**src/hw/dswc_pkg.sv**
```systemverilog
// package: offsets, fields, reset values and codes for the source and writeback config block
package dswc_pkg;
  // register byte offsets
  localparam logic [11:0] OFS_FETCH_HEIGHT_LOW = 12'h9c2;
  localparam logic [11:0] OFS_FETCH_HEIGHT_HIGH = 12'h9c3;
  localparam logic [11:0] OFS_FETCH_VWIDTH_LOW = 12'h9c4;
  localparam logic [11:0] OFS_FETCH_VWIDTH_HIGH = 12'h9c5;
  localparam logic [11:0] OFS_FETCH_PIXEL_FORMAT = 12'h9c6;
  localparam logic [11:0] OFS_DISPLAY_INPUT_SOURCE = 12'h9c8;
  localparam logic [11:0] OFS_WARP_WB_CONTROL = 12'h9ca;
  localparam logic [11:0] OFS_WARP_WB_BUF0_ADDR0 = 12'h9d0;
  localparam logic [11:0] OFS_WARP_WB_BUF0_ADDR1 = 12'h9d1;
  localparam logic [11:0] OFS_WARP_WB_BUF0_ADDR2 = 12'h9d2;
  localparam logic [11:0] OFS_WARP_WB_BUF0_ADDR3 = 12'h9d3;
  localparam logic [11:0] OFS_IRQ_STATUS = 12'h9e0;
  localparam logic [11:0] OFS_IRQ_MASK = 12'h9e1;
  // reset values
  localparam logic [7:0] RST_FETCH_HEIGHT_LOW = 8'hf0;
  localparam logic [7:0] RST_FETCH_HEIGHT_HIGH = 8'h00;
  localparam logic [7:0] RST_FETCH_VWIDTH_LOW = 8'h40;
  localparam logic [7:0] RST_FETCH_VWIDTH_HIGH = 8'h01;
  localparam logic [7:0] RST_FETCH_PIXEL_FORMAT = 8'h00;
  localparam logic [7:0] RST_DISPLAY_INPUT_SOURCE = 8'h00;
  localparam logic [7:0] RST_WARP_WB_CONTROL = 8'h00;
  localparam logic [31:0] RST_WARP_WB_BUF0_ADDR = 32'h1000_0000;
  // field positions
  localparam int FLD_HEIGHT_HIGH_MSB = 2;
  localparam int FLD_VWIDTH_HIGH_MSB = 2;
  localparam int FLD_SRC_ONE_LSB = 0;
  localparam int FLD_SRC_TWO = 2;
  localparam int FLD_SRC_OVERLAY = 3;
  localparam int FLD_IDLE_WARP = 4;
  localparam int FLD_IDLE_BLEND_WB = 5;
  localparam int FLD_IDLE_CAM_ONE = 6;
  localparam int FLD_IDLE_CAM_TWO = 7;
  localparam int FLD_TRIG_BLEND_WB = 3;
  localparam int FLD_TRIG_WARP = 4;
  localparam int FLD_WARP_VFLIP = 5;
  localparam int FLD_WARP_WB_ENABLE = 6;
  localparam int FLD_WARP_TILED = 7;
  // interrupt status bits: writer finished a frame
  localparam int IRQ_CAM_TWO_DONE = 3;
  localparam int IRQ_CAM_ONE_DONE = 2;
  localparam int IRQ_BLEND_WB_DONE = 1;
  localparam int IRQ_WARP_DONE = 0;
  // sources of display input one
  typedef enum logic [1:0] {
    SRC_BLEND_ONE = 2'b00,
    SRC_WARP = 2'b01,
    SRC_FETCHER = 2'b10,
    SRC_RESERVED = 2'b11
  } dswc_src_one_t;
  // sources seen on a display input
  typedef enum logic [2:0] {
    FEED_BLEND_ONE = 3'h0,
    FEED_BLEND_TWO = 3'h1,
    FEED_BLEND_OVERLAY = 3'h2,
    FEED_WARP = 3'h3,
    FEED_FETCHER = 3'h4,
    FEED_NONE = 3'h7
  } dswc_feed_t;
  // fetch pixel format codes
  localparam logic [2:0] FMT_RGB332 = 3'b000;
  localparam logic [2:0] FMT_RGB565 = 3'b001;
  localparam logic [2:0] FMT_RGB888 = 3'b010;
  localparam logic [4:0] BPP_8 = 5'h08;
  localparam logic [4:0] BPP_16 = 5'h10;
  localparam logic [4:0] BPP_24 = 5'h18;
endpackage : dswc_pkg

```
**src/hw/dswc_config.sv**
```systemverilog
// display source and warp writeback configuration register bank
// Operation
// - fetch height is 11 bits: low byte plus three low bits of next.
// - virtual width gives the line stride used by the fetcher.
// - camera writer idle flags read 0 busy, 1 idle; idle at reset.
// - blend writeback and warp writeback idle flags, same sense.
// - input two takes blend two on 0, blend one on 1.
// - input one: 00 blend one, 01 warp, 10 fetcher, 11 reserved.
// - vertical flip 1 writes warp lines in reverse order.
// - mode and flip apply only while warp writeback is enabled; flip also needs tiled mode off.
// - writing 1 to warp trigger processes one more warp frame.
// - writing 1 to blend trigger stores one more blend frame.
// - manual blend writeback frame never switches main frame buffer; the switch is held off only in the trigger pulse cycle.
// - pixel format gives bpp: 010 24, 001 16, 000 8.
`timescale 1ns/1ps
`default_nettype none
module dswc_config (
  // clock and reset
  input wire logic SYS_CLK,
  input wire logic RST,
  // register port
  input wire logic [11:0] ADDR,
  input wire logic [7:0] WDATA,
  input wire logic WR,
  input wire logic RD,
  output logic [7:0] RDATA,
  // writer busy pins from other clock domains
  input wire logic CAM_ONE_BUSY,
  input wire logic CAM_TWO_BUSY,
  input wire logic BLEND_WB_BUSY,
  input wire logic WARP_WB_BUSY,
  // fetch geometry
  output logic [10:0] FETCH_HEIGHT,
  output logic [10:0] FETCH_VWIDTH,
  output logic [4:0] FETCH_BPP,
  output logic [16:0] FETCH_STRIDE_BYTES,
  // display input routing
  output dswc_pkg::dswc_feed_t DISPLAY_INPUT_ONE,
  output dswc_pkg::dswc_feed_t DISPLAY_INPUT_TWO,
  output dswc_pkg::dswc_feed_t OVERLAY_DISPLAY_INPUT,
  output logic ROUTE_ILLEGAL,
  // warp writeback
  output logic WARP_WB_ENABLE,
  output logic WARP_WB_TILED,
  output logic WARP_WB_VFLIP,
  output logic [31:0] WARP_WB_BUF0_ADDR,
  output logic WARP_TRIGGER,
  output logic BLEND_WB_TRIGGER,
  output logic MAIN_BUFFER_SWITCH_OK,
  // interrupt
  output logic IRQ
);
  // ****************************************************************
  // registers
  // ****************************************************************
  logic [7:0] height_low;
  logic [2:0] height_high;
  logic [7:0] vwidth_low;
  logic [2:0] vwidth_high;
  logic [2:0] pixel_format;
  logic [1:0] sel_one;
  logic sel_two;
  logic sel_overlay;
  logic warp_tiled;
  logic warp_enable;
  logic warp_vflip;
  logic [31:0] buf0_addr;
  logic [3:0] irq_status;
  logic [3:0] irq_mask;
  logic [3:0] busy_meta;
  logic [3:0] busy_sync;
  logic [3:0] busy_prev;
  logic [3:0] frame_done;
  logic [7:0] next_rdata;
  logic [7:0] source_readback;
  logic [7:0] control_readback;

  // register writes; reserved bits of the high bytes are dropped
  always_ff @(posedge SYS_CLK)
  begin
    if (RST)
    begin
      height_low <= dswc_pkg::RST_FETCH_HEIGHT_LOW;
      height_high <= dswc_pkg::RST_FETCH_HEIGHT_HIGH[2:0];
      vwidth_low <= dswc_pkg::RST_FETCH_VWIDTH_LOW;
      vwidth_high <= dswc_pkg::RST_FETCH_VWIDTH_HIGH[2:0];
      pixel_format <= dswc_pkg::RST_FETCH_PIXEL_FORMAT[2:0];
    end
    else if (WR)
    begin
      unique case (ADDR)
        dswc_pkg::OFS_FETCH_HEIGHT_LOW: height_low <= WDATA;
        dswc_pkg::OFS_FETCH_HEIGHT_HIGH: height_high <= WDATA[dswc_pkg::FLD_HEIGHT_HIGH_MSB:0];
        dswc_pkg::OFS_FETCH_VWIDTH_LOW: vwidth_low <= WDATA;
        dswc_pkg::OFS_FETCH_VWIDTH_HIGH: vwidth_high <= WDATA[dswc_pkg::FLD_VWIDTH_HIGH_MSB:0];
        dswc_pkg::OFS_FETCH_PIXEL_FORMAT: pixel_format <= WDATA[2:0];
        default: ;
      endcase
    end
  end

  // routing selection register
  always_ff @(posedge SYS_CLK)
  begin
    if (RST)
    begin
      sel_one <= dswc_pkg::RST_DISPLAY_INPUT_SOURCE[1:0];
      sel_two <= dswc_pkg::RST_DISPLAY_INPUT_SOURCE[dswc_pkg::FLD_SRC_TWO];
      sel_overlay <= dswc_pkg::RST_DISPLAY_INPUT_SOURCE[dswc_pkg::FLD_SRC_OVERLAY];
    end
    else if (WR && ADDR == dswc_pkg::OFS_DISPLAY_INPUT_SOURCE)
    begin
      sel_one <= WDATA[dswc_pkg::FLD_SRC_ONE_LSB +: 2];
      sel_two <= WDATA[dswc_pkg::FLD_SRC_TWO];
      sel_overlay <= WDATA[dswc_pkg::FLD_SRC_OVERLAY];
    end
  end

  // warp writeback control and buffer address
  always_ff @(posedge SYS_CLK)
  begin
    if (RST)
    begin
      warp_tiled <= dswc_pkg::RST_WARP_WB_CONTROL[dswc_pkg::FLD_WARP_TILED];
      warp_enable <= dswc_pkg::RST_WARP_WB_CONTROL[dswc_pkg::FLD_WARP_WB_ENABLE];
      warp_vflip <= dswc_pkg::RST_WARP_WB_CONTROL[dswc_pkg::FLD_WARP_VFLIP];
      buf0_addr <= dswc_pkg::RST_WARP_WB_BUF0_ADDR;
    end
    else if (WR)
    begin
      unique case (ADDR)
        dswc_pkg::OFS_WARP_WB_CONTROL:
        begin
          warp_tiled <= WDATA[dswc_pkg::FLD_WARP_TILED];
          warp_enable <= WDATA[dswc_pkg::FLD_WARP_WB_ENABLE];
          warp_vflip <= WDATA[dswc_pkg::FLD_WARP_VFLIP];
        end
        dswc_pkg::OFS_WARP_WB_BUF0_ADDR0: buf0_addr[7:0] <= WDATA;
        dswc_pkg::OFS_WARP_WB_BUF0_ADDR1: buf0_addr[15:8] <= WDATA;
        dswc_pkg::OFS_WARP_WB_BUF0_ADDR2: buf0_addr[23:16] <= WDATA;
        dswc_pkg::OFS_WARP_WB_BUF0_ADDR3: buf0_addr[31:24] <= WDATA;
        default: ;
      endcase
    end
  end

  // trigger pulses: one cycle per write of one, nothing is stored
  always_ff @(posedge SYS_CLK)
  begin
    if (RST)
    begin
      WARP_TRIGGER <= 1'b0;
      BLEND_WB_TRIGGER <= 1'b0;
    end
    else
    begin
      WARP_TRIGGER <= WR && ADDR == dswc_pkg::OFS_WARP_WB_CONTROL
        && WDATA[dswc_pkg::FLD_TRIG_WARP];
      BLEND_WB_TRIGGER <= WR && ADDR == dswc_pkg::OFS_WARP_WB_CONTROL
        && WDATA[dswc_pkg::FLD_TRIG_BLEND_WB];
    end
  end

  // ****************************************************************
  // derived outputs
  // ****************************************************************
  assign FETCH_HEIGHT = {height_high, height_low};
  assign FETCH_VWIDTH = {vwidth_high, vwidth_low};

  // bits per pixel of the fetch format; unknown codes fall back to 8
  always_comb
  begin
    unique case (pixel_format)
      dswc_pkg::FMT_RGB888: FETCH_BPP = dswc_pkg::BPP_24;
      dswc_pkg::FMT_RGB565: FETCH_BPP = dswc_pkg::BPP_16;
      default: FETCH_BPP = dswc_pkg::BPP_8;
    endcase
  end

  // stride in bytes; exact only when width times bpp is a multiple of 8
  assign FETCH_STRIDE_BYTES = 17'((22'(FETCH_VWIDTH) * 22'(FETCH_BPP)) >> 3);

  // tiled and flip settings reach the writer only while writeback is enabled; the buffer address always passes
  assign WARP_WB_ENABLE = warp_enable;
  assign WARP_WB_TILED = warp_enable && warp_tiled;
  assign WARP_WB_VFLIP = warp_enable && warp_vflip && !warp_tiled;
  assign WARP_WB_BUF0_ADDR = buf0_addr;
  // the main buffer switch is held off only in the cycle of a blend writeback trigger pulse
  assign MAIN_BUFFER_SWITCH_OK = !BLEND_WB_TRIGGER;

  dswc_source_route u_route (
    .sel_one(sel_one),
    .sel_two(sel_two),
    .sel_overlay(sel_overlay),
    .feed_one(DISPLAY_INPUT_ONE),
    .feed_two(DISPLAY_INPUT_TWO),
    .feed_overlay(OVERLAY_DISPLAY_INPUT),
    .illegal(ROUTE_ILLEGAL)
  );

  // ****************************************************************
  // idle status and interrupts
  // ****************************************************************
  // two-stage synchroniser; busy resets low so flags read idle
  always_ff @(posedge SYS_CLK)
  begin
    if (RST)
    begin
      busy_meta <= 4'h0;
      busy_sync <= 4'h0;
      busy_prev <= 4'h0;
    end
    else
    begin
      busy_meta <= {CAM_TWO_BUSY, CAM_ONE_BUSY, BLEND_WB_BUSY, WARP_WB_BUSY};
      busy_sync <= busy_meta;
      busy_prev <= busy_sync;
    end
  end

  assign frame_done = busy_prev & ~busy_sync;

  // sticky done bits; a new event beats a write-one clear
  always_ff @(posedge SYS_CLK)
  begin
    if (RST)
    begin
      irq_status <= 4'h0;
      irq_mask <= 4'h0;
    end
    else
    begin
      if (WR && ADDR == dswc_pkg::OFS_IRQ_MASK)
        irq_mask <= WDATA[3:0];
      if (WR && ADDR == dswc_pkg::OFS_IRQ_STATUS)
        irq_status <= (irq_status & ~WDATA[3:0]) | frame_done;
      else
        irq_status <= irq_status | frame_done;
    end
  end

  assign IRQ = |(irq_status & irq_mask);

  // ****************************************************************
  // read port
  // ****************************************************************
  assign source_readback = {~busy_sync, sel_overlay, sel_two, sel_one};
  // trigger bits always read zero
  assign control_readback = {warp_tiled, warp_enable, warp_vflip, 5'h00};

  always_comb
  begin
    next_rdata = 8'h00;
    unique case (ADDR)
      dswc_pkg::OFS_FETCH_HEIGHT_LOW: next_rdata = height_low;
      dswc_pkg::OFS_FETCH_HEIGHT_HIGH: next_rdata = {5'h00, height_high};
      dswc_pkg::OFS_FETCH_VWIDTH_LOW: next_rdata = vwidth_low;
      dswc_pkg::OFS_FETCH_VWIDTH_HIGH: next_rdata = {5'h00, vwidth_high};
      dswc_pkg::OFS_FETCH_PIXEL_FORMAT: next_rdata = {5'h00, pixel_format};
      dswc_pkg::OFS_DISPLAY_INPUT_SOURCE: next_rdata = source_readback;
      dswc_pkg::OFS_WARP_WB_CONTROL: next_rdata = control_readback;
      dswc_pkg::OFS_WARP_WB_BUF0_ADDR0: next_rdata = buf0_addr[7:0];
      dswc_pkg::OFS_WARP_WB_BUF0_ADDR1: next_rdata = buf0_addr[15:8];
      dswc_pkg::OFS_WARP_WB_BUF0_ADDR2: next_rdata = buf0_addr[23:16];
      dswc_pkg::OFS_WARP_WB_BUF0_ADDR3: next_rdata = buf0_addr[31:24];
      dswc_pkg::OFS_IRQ_STATUS: next_rdata = {4'h0, irq_status};
      dswc_pkg::OFS_IRQ_MASK: next_rdata = {4'h0, irq_mask};
      default: next_rdata = 8'h00;
    endcase
  end

  // read data stand one cycle after the strobe, zero otherwise
  always_ff @(posedge SYS_CLK)
  begin
    if (RST)
      RDATA <= 8'h00;
    else
      RDATA <= RD ? next_rdata : 8'h00;
  end

  // ****************************************************************
  // checks
  // ****************************************************************
  chk_height_assembly: assert property (@(posedge SYS_CLK) disable iff (RST)
    (WR && ADDR == dswc_pkg::OFS_FETCH_HEIGHT_HIGH) |=> FETCH_HEIGHT[10:8] == $past(WDATA[2:0]))
    else $error("fetch height high bits not taken from write");
  chk_idle_flags: assert property (@(posedge SYS_CLK) disable iff (RST)
    (RD && ADDR == dswc_pkg::OFS_DISPLAY_INPUT_SOURCE)
      |=> RDATA[7:6] == ~$past(busy_sync[3:2]))
    else $error("camera idle flags wrong");
  chk_wb_idle: assert property (@(posedge SYS_CLK) disable iff (RST)
    (RD && ADDR == dswc_pkg::OFS_DISPLAY_INPUT_SOURCE)
      |=> RDATA[5:4] == ~$past(busy_sync[1:0]))
    else $error("writeback idle flags wrong");
  chk_input_two: assert property (@(posedge SYS_CLK) disable iff (RST)
    (!sel_two) |-> DISPLAY_INPUT_TWO == dswc_pkg::FEED_BLEND_TWO)
    else $error("input two source wrong");
  chk_input_one: assert property (@(posedge SYS_CLK) disable iff (RST)
    (WR && ADDR == dswc_pkg::OFS_DISPLAY_INPUT_SOURCE && WDATA[1:0] == 2'b01)
      |=> DISPLAY_INPUT_ONE == dswc_pkg::FEED_WARP)
    else $error("input one not warp");
  chk_vflip_gate: assert property (@(posedge SYS_CLK) disable iff (RST)
    !warp_enable |-> !WARP_WB_VFLIP && !WARP_WB_TILED)
    else $error("writeback settings leak while disabled");
  // exactly one pulse per accepted write of one, none otherwise
  chk_warp_trigger: assert property (@(posedge SYS_CLK) disable iff (RST)
    !$past(RST) |-> WARP_TRIGGER == $past(WR && ADDR == dswc_pkg::OFS_WARP_WB_CONTROL
      && WDATA[dswc_pkg::FLD_TRIG_WARP]))
    else $error("warp trigger not one pulse per write");
  chk_blend_trigger: assert property (@(posedge SYS_CLK) disable iff (RST)
    BLEND_WB_TRIGGER |-> $past(WR && ADDR == dswc_pkg::OFS_WARP_WB_CONTROL && WDATA[3]))
    else $error("blend trigger without a write");
  chk_trigger_reads: assert property (@(posedge SYS_CLK) disable iff (RST)
    $past(RD && ADDR == dswc_pkg::OFS_WARP_WB_CONTROL) |-> RDATA[4:3] == 2'b00)
    else $error("trigger bits read nonzero");
endmodule : dswc_config
`default_nettype wire

```
**src/hw/dswc_source_route.sv**
```systemverilog
// source routing of the three display inputs from the blend engine, warp and fetcher
`timescale 1ns/1ps
`default_nettype none
module dswc_source_route (
  // selections
  input wire logic [1:0] sel_one,
  input wire logic sel_two,
  input wire logic sel_overlay,
  // resulting feeds
  output dswc_pkg::dswc_feed_t feed_one,
  output dswc_pkg::dswc_feed_t feed_two,
  output dswc_pkg::dswc_feed_t feed_overlay,
  output logic illegal
);
  logic one_uses_blend;

  // input one picks among blend one, warp and fetcher
  always_comb
  begin
    unique case (sel_one)
      2'b00: feed_one = dswc_pkg::FEED_BLEND_ONE;
      2'b01: feed_one = dswc_pkg::FEED_WARP;
      2'b10: feed_one = dswc_pkg::FEED_FETCHER;
      default: feed_one = dswc_pkg::FEED_NONE;
    endcase
  end

  assign one_uses_blend = (sel_one == 2'b00);
  // blend one may reach only one input; a clash blanks the extra input
  assign feed_two = !sel_two ? dswc_pkg::FEED_BLEND_TWO :
    (one_uses_blend ? dswc_pkg::FEED_NONE : dswc_pkg::FEED_BLEND_ONE);
  assign feed_overlay = !sel_overlay ? dswc_pkg::FEED_BLEND_OVERLAY :
    ((one_uses_blend || sel_two) ? dswc_pkg::FEED_NONE : dswc_pkg::FEED_BLEND_ONE);
  assign illegal = (sel_one == 2'b11) || (sel_two && (one_uses_blend || sel_overlay))
    || (sel_overlay && one_uses_blend);
endmodule : dswc_source_route
`default_nettype wire

```
**config.mk**
```make
export PLATFORM = sky130hd
export DESIGN_NAME = dswc_config
export DESIGN_NICKNAME = d
export VERILOG_FILES = /design/src/hw/dswc_pkg.sv /design/src/hw/dswc_config.sv /design/src/hw/dswc_source_route.sv
export SDC_FILE = /design/constraint.sdc
export NUM_CORES = 1
export LEC_CHECK = 0
export ABC_CLOCK_PERIOD_IN_PS = 10440
export CAP_MARGIN = 25
export CORE_MARGIN = 3
export CORE_UTILIZATION = 35
export CTS_CLUSTER_SIZE = 40
export DETAILED_ROUTE_END_ITERATION = 12
export DONT_BUFFER_PORTS = 1
export GPL_ROUTABILITY_DRIVEN = 0
export SETUP_SLACK_MARGIN = 0.3
export SYNTH_ARGS = -nofsm -noshare
export SYNTH_HDL_FRONTEND = slang
export SYNTH_SLANG_ARGS = --single-unit
```
**constraint.sdc**
```tcl
create_clock -name SYS_CLK -period 10.44 [get_ports SYS_CLK]
set_input_delay 0 -clock SYS_CLK [delete_from_list [all_inputs] [get_ports SYS_CLK]]
set_output_delay 0 -clock SYS_CLK [all_outputs]
set_load 0.005 [all_outputs]
```
==> flow_summary_export.csv <==
group,metric,value,unit
run,drv_cap,0,
setup_path,cp_common_cell,"ha_1",
power_and_ir_drop,p_per_area,127,nW/um^2
setup_path,rr_worst_depth,7,
sta,fin_setup_tns,0,ps
layout,syn_to_final_growth,11.0,%
place,place_hpwl,11.0,mm
yosys,synth_compound_area_frac,0.188,
global_route,grt_pass1_vias,4387,
sta,clock.fmax,241,MHz
setup_path,cp_slowest_cell,"nor2_1",
setup_path,crit_chain,"xnor2_1 -> nor2_1 -> nand2_1 -> xor2_1 -> ha_1 -> ha_1 -> ha_1 -> fa_1 -> a21o_1 -> a211oi_1 -> nor2_1 -> o41ai_1 -> xor2_1",
sta,rsz0062_at_grt,"no",
yosys,synth_simple_gate_area_frac,0.225,
global_route,grt_max_degree,87,
sta,clock_skew,5.86,ps
sta,hold_viol,0,
place,port_buffers,0,
yosys,ys_types,55,
power_and_ir_drop,cellLeakagePower,0.00207,uW
setup_path,worst-setup-path-type,"flip-flop to primary output",
yosys,ys_ff_latch,94,
place,dpl_cell_area,5100,um^2
drt,drtAntennaViolNets,0,
die,dieArea,16000,um^2
yosys,synth_seq_area_share,0.371,
clock_network,cts_tree,"done",
drt,dr.pass1.iters,5,
layout,mostFrequentLayoutCells,"94 x dfxtp_1, 82 x nand2_1, 60 x a21oi_1",
layout,fin_area,5630,um^2
power_and_ir_drop,vdd_drop_max,0.106,mV
layout,drive_gt1_frac,0.0596,
die,dieWidth,126,um
clock_network,cts-buffers-inserted,9,
setup_path,critical_path.max_fanout,13,
yosys,async_flop_share,0,
drt,routedWlPerCell,20.2,um
sta,period_needed,4150,ps
drt,drt_iter0_markers,308,
sta,max_slew_margin,0.510,
min_path,hold_path_class,"primary input to flip-flop",
die,std_cell_rows,43,
yosys,synthAdderAreaFrac,0.0843,
global_route,grt_usage,0.195,
yosys,ys.warnings.count,0,
layout,nNetsFinal,660,
drt,wl_met3,1.63,mm
sta,setup_viol,0,
die,die_y,126,um
sta,final-max-slew-violation-count,0,
yosys,synth_edf_count,0,
setup_path,critical-path-top-delay-family,"adder cells",
yosys,synth_top_family_by_area,"simple AND/OR/NAND/NOR gates",
setup_path,cpPeakStageDelay,560,ps
setup_path,cp_data_arrival_time,4150,ps
drt,met2WireLength,7.32,mm
clock_network,clockBufferDepth,2,
yosys,synthMuxAreaShare,0.0557,
setup_path,cp-start-kind,"flip-flop",
setup_path,cp.required,10440,ps
drt,routed_wl,15.8,mm
layout,mostFrequentLayoutCell,"dfxtp_1",
layout,antenna_cells,0,
drt,drc,0,
min_path,min_path_cells,3,
status,outcome,"finished, final reports clean",
yosys,synthCells,609,
drt,via_per_inst,5.73,
sta,period_share,0.398,
drt,drt-met1-wl,6.58,mm
yosys,avgSynthCellArea,8.33,um^2
yosys,syn-cell-area,5070,um^2
clock_network,insertion_delay,350,ps
drt,vias,4496,
global_route,antenna_found_initial,0,
die,start_util,0.361,
setup_path,critical_path_cell_count,13,
clock_network,cts_setup_buffers,0,
global_route,gr-total-overflow,0,
clock_network,htree_levels,3,
yosys,synthFlopType,"dfxtp_1",
sta,worstMarginPinSlew,732,ps
clock_network,root_buffer,"clkbuf_16",
die,ios,129,
setup_path,cp.buffers_inverters,0,
clock_network,clk_pin_slew,70,ps
die,core_area,14000,um^2
clock_network,cts.sinks,94,
yosys,synth-xor-area-share,0.0207,
drt,top_layer,"met4",
setup_path,cp-end-kind,"primary output",
global_route,grt_pass1_wl,24.8,mm
[registers in the layout, indices dropped and copies added, names as in the netlist, 2 cells and up]
| signal | count |
|---|---|
| height_low | 8 |
| sel_one | 2 |
| busy_prev | 4 |
| busy_meta | 4 |
| WARP_WB_BUF0_ADDR | 32 |
| irq_mask | 4 |
| RDATA | 8 |
| irq_status | 4 |
| vwidth_high | 3 |
| height_high | 3 |
| pixel_format | 3 |
| busy_sync | 4 |
| vwidth_low | 8 |
[layout make-up]
class	instances	area [um^2]
Sequential cell	94	1880
Tap cell	180	225
Clock buffer	10	229
Multi-Input combinational cell	459	2940
Fill cell	1410	8410
Timing Repair Buffer	25	263
Inverter	10	37.5
Clock inverter	6	58.8
[cell usage after synthesis, types with 3 or more instances]
library cell   n  area (um^2)
buf_2          5         25.0
mux4_2         4         90.1
a21oi_1       60          300
and3_1         7         43.8
a211oi_1       3         22.5
and2_1        15         93.8
ha_1          31          388
nor2b_1       20          125
and4b_1        3         30.0
nand3_1       17         85.1
nor3_1         8         40.0
nand2b_1      11         68.8
a31oi_1       11         68.8
nand4_1        6         37.5
a21o_1         3         22.5
clkbuf_1      36          135
mux2i_1       17          170
dfxtp_1       94         1880
buf_4         10         75.1
inv_1         10         37.5
xnor2_1        6         52.6
a21bo_2        4         40.0
nor3_2         3         30.0
o21ai_0       44          220
a211o_1        8         70.1
xor2_1         6         52.6
nor2_1        37          139
nand2_1       82          308
o22ai_1        4         25.0
a22oi_1       12         90.1
[path summary, 6_finish.rpt]
path,end,start,slack (ps)
max,FETCH_STRIDE_BYTES[12],pixel_format[0],6290
min,height_high[2],WR,30
max reg2reg,RDATA[0],vwidth_low[0],7950
min reg2reg,busy_sync[3],busy_meta[3],440
[power breakdown]
group / switching, uW / internal (uW)
combinational: 22.2 / 13.0
sequential: 1.14 / 361
clock: 153 / 166
total: 176 / 539
[through the flow]
stage / utilization / std cells / power (uW) / setup slack [ps] / hold WS (ps)
finish: 0.401 / 784 / 715 / 6290 / 28.3
CTS: 0.401 / 784 / 719 / 6260 / 3.86
floorplan: - / 615 / 397 / 6960 / 118
detailed placement: 0.363 / 745 / 387 / 6660 / 78.0
global route: 0.401 / 784 / 738 / 5970 / 12.0
global placement: 0.363 / 745 / 387 / 6790 / 77.3
[cell families (layout without fill, tap and decap cells)]
kind of cell | count (synthesis) | count (layout)
compound gates | 160 | 160
xor+xnor | 12 | 12
fa+ha+maj | 33 | 33
buf+inv | 62 | 51
flops | 94 | 94
mux | 23 | 23
other cells | 1 | 7
simple gates | 224 | 224
[per-layer routing]
metal / global-route usage / vias to the layer above
met4: 0.0530 / 0
met3: 0.0737 / 22
met2: 0.306 / 210
li1: - / 2116
met5: 0 / -
met1: 0.251 / 2148
[what timing repair did]
action | 4_1_cts | 5_1_grt
hold buffers | 23 | 0
resized for setup | 0 | 0
endpoints found under the hold margin | 90 | 0
[worst min-delay path, delay by kind of cell]
kind	cells	cell delay (ps)
AND/OR/NAND/NOR	2	230
multiplexers	1	100
No activity file was read; power rests on OpenSTA's default activity.
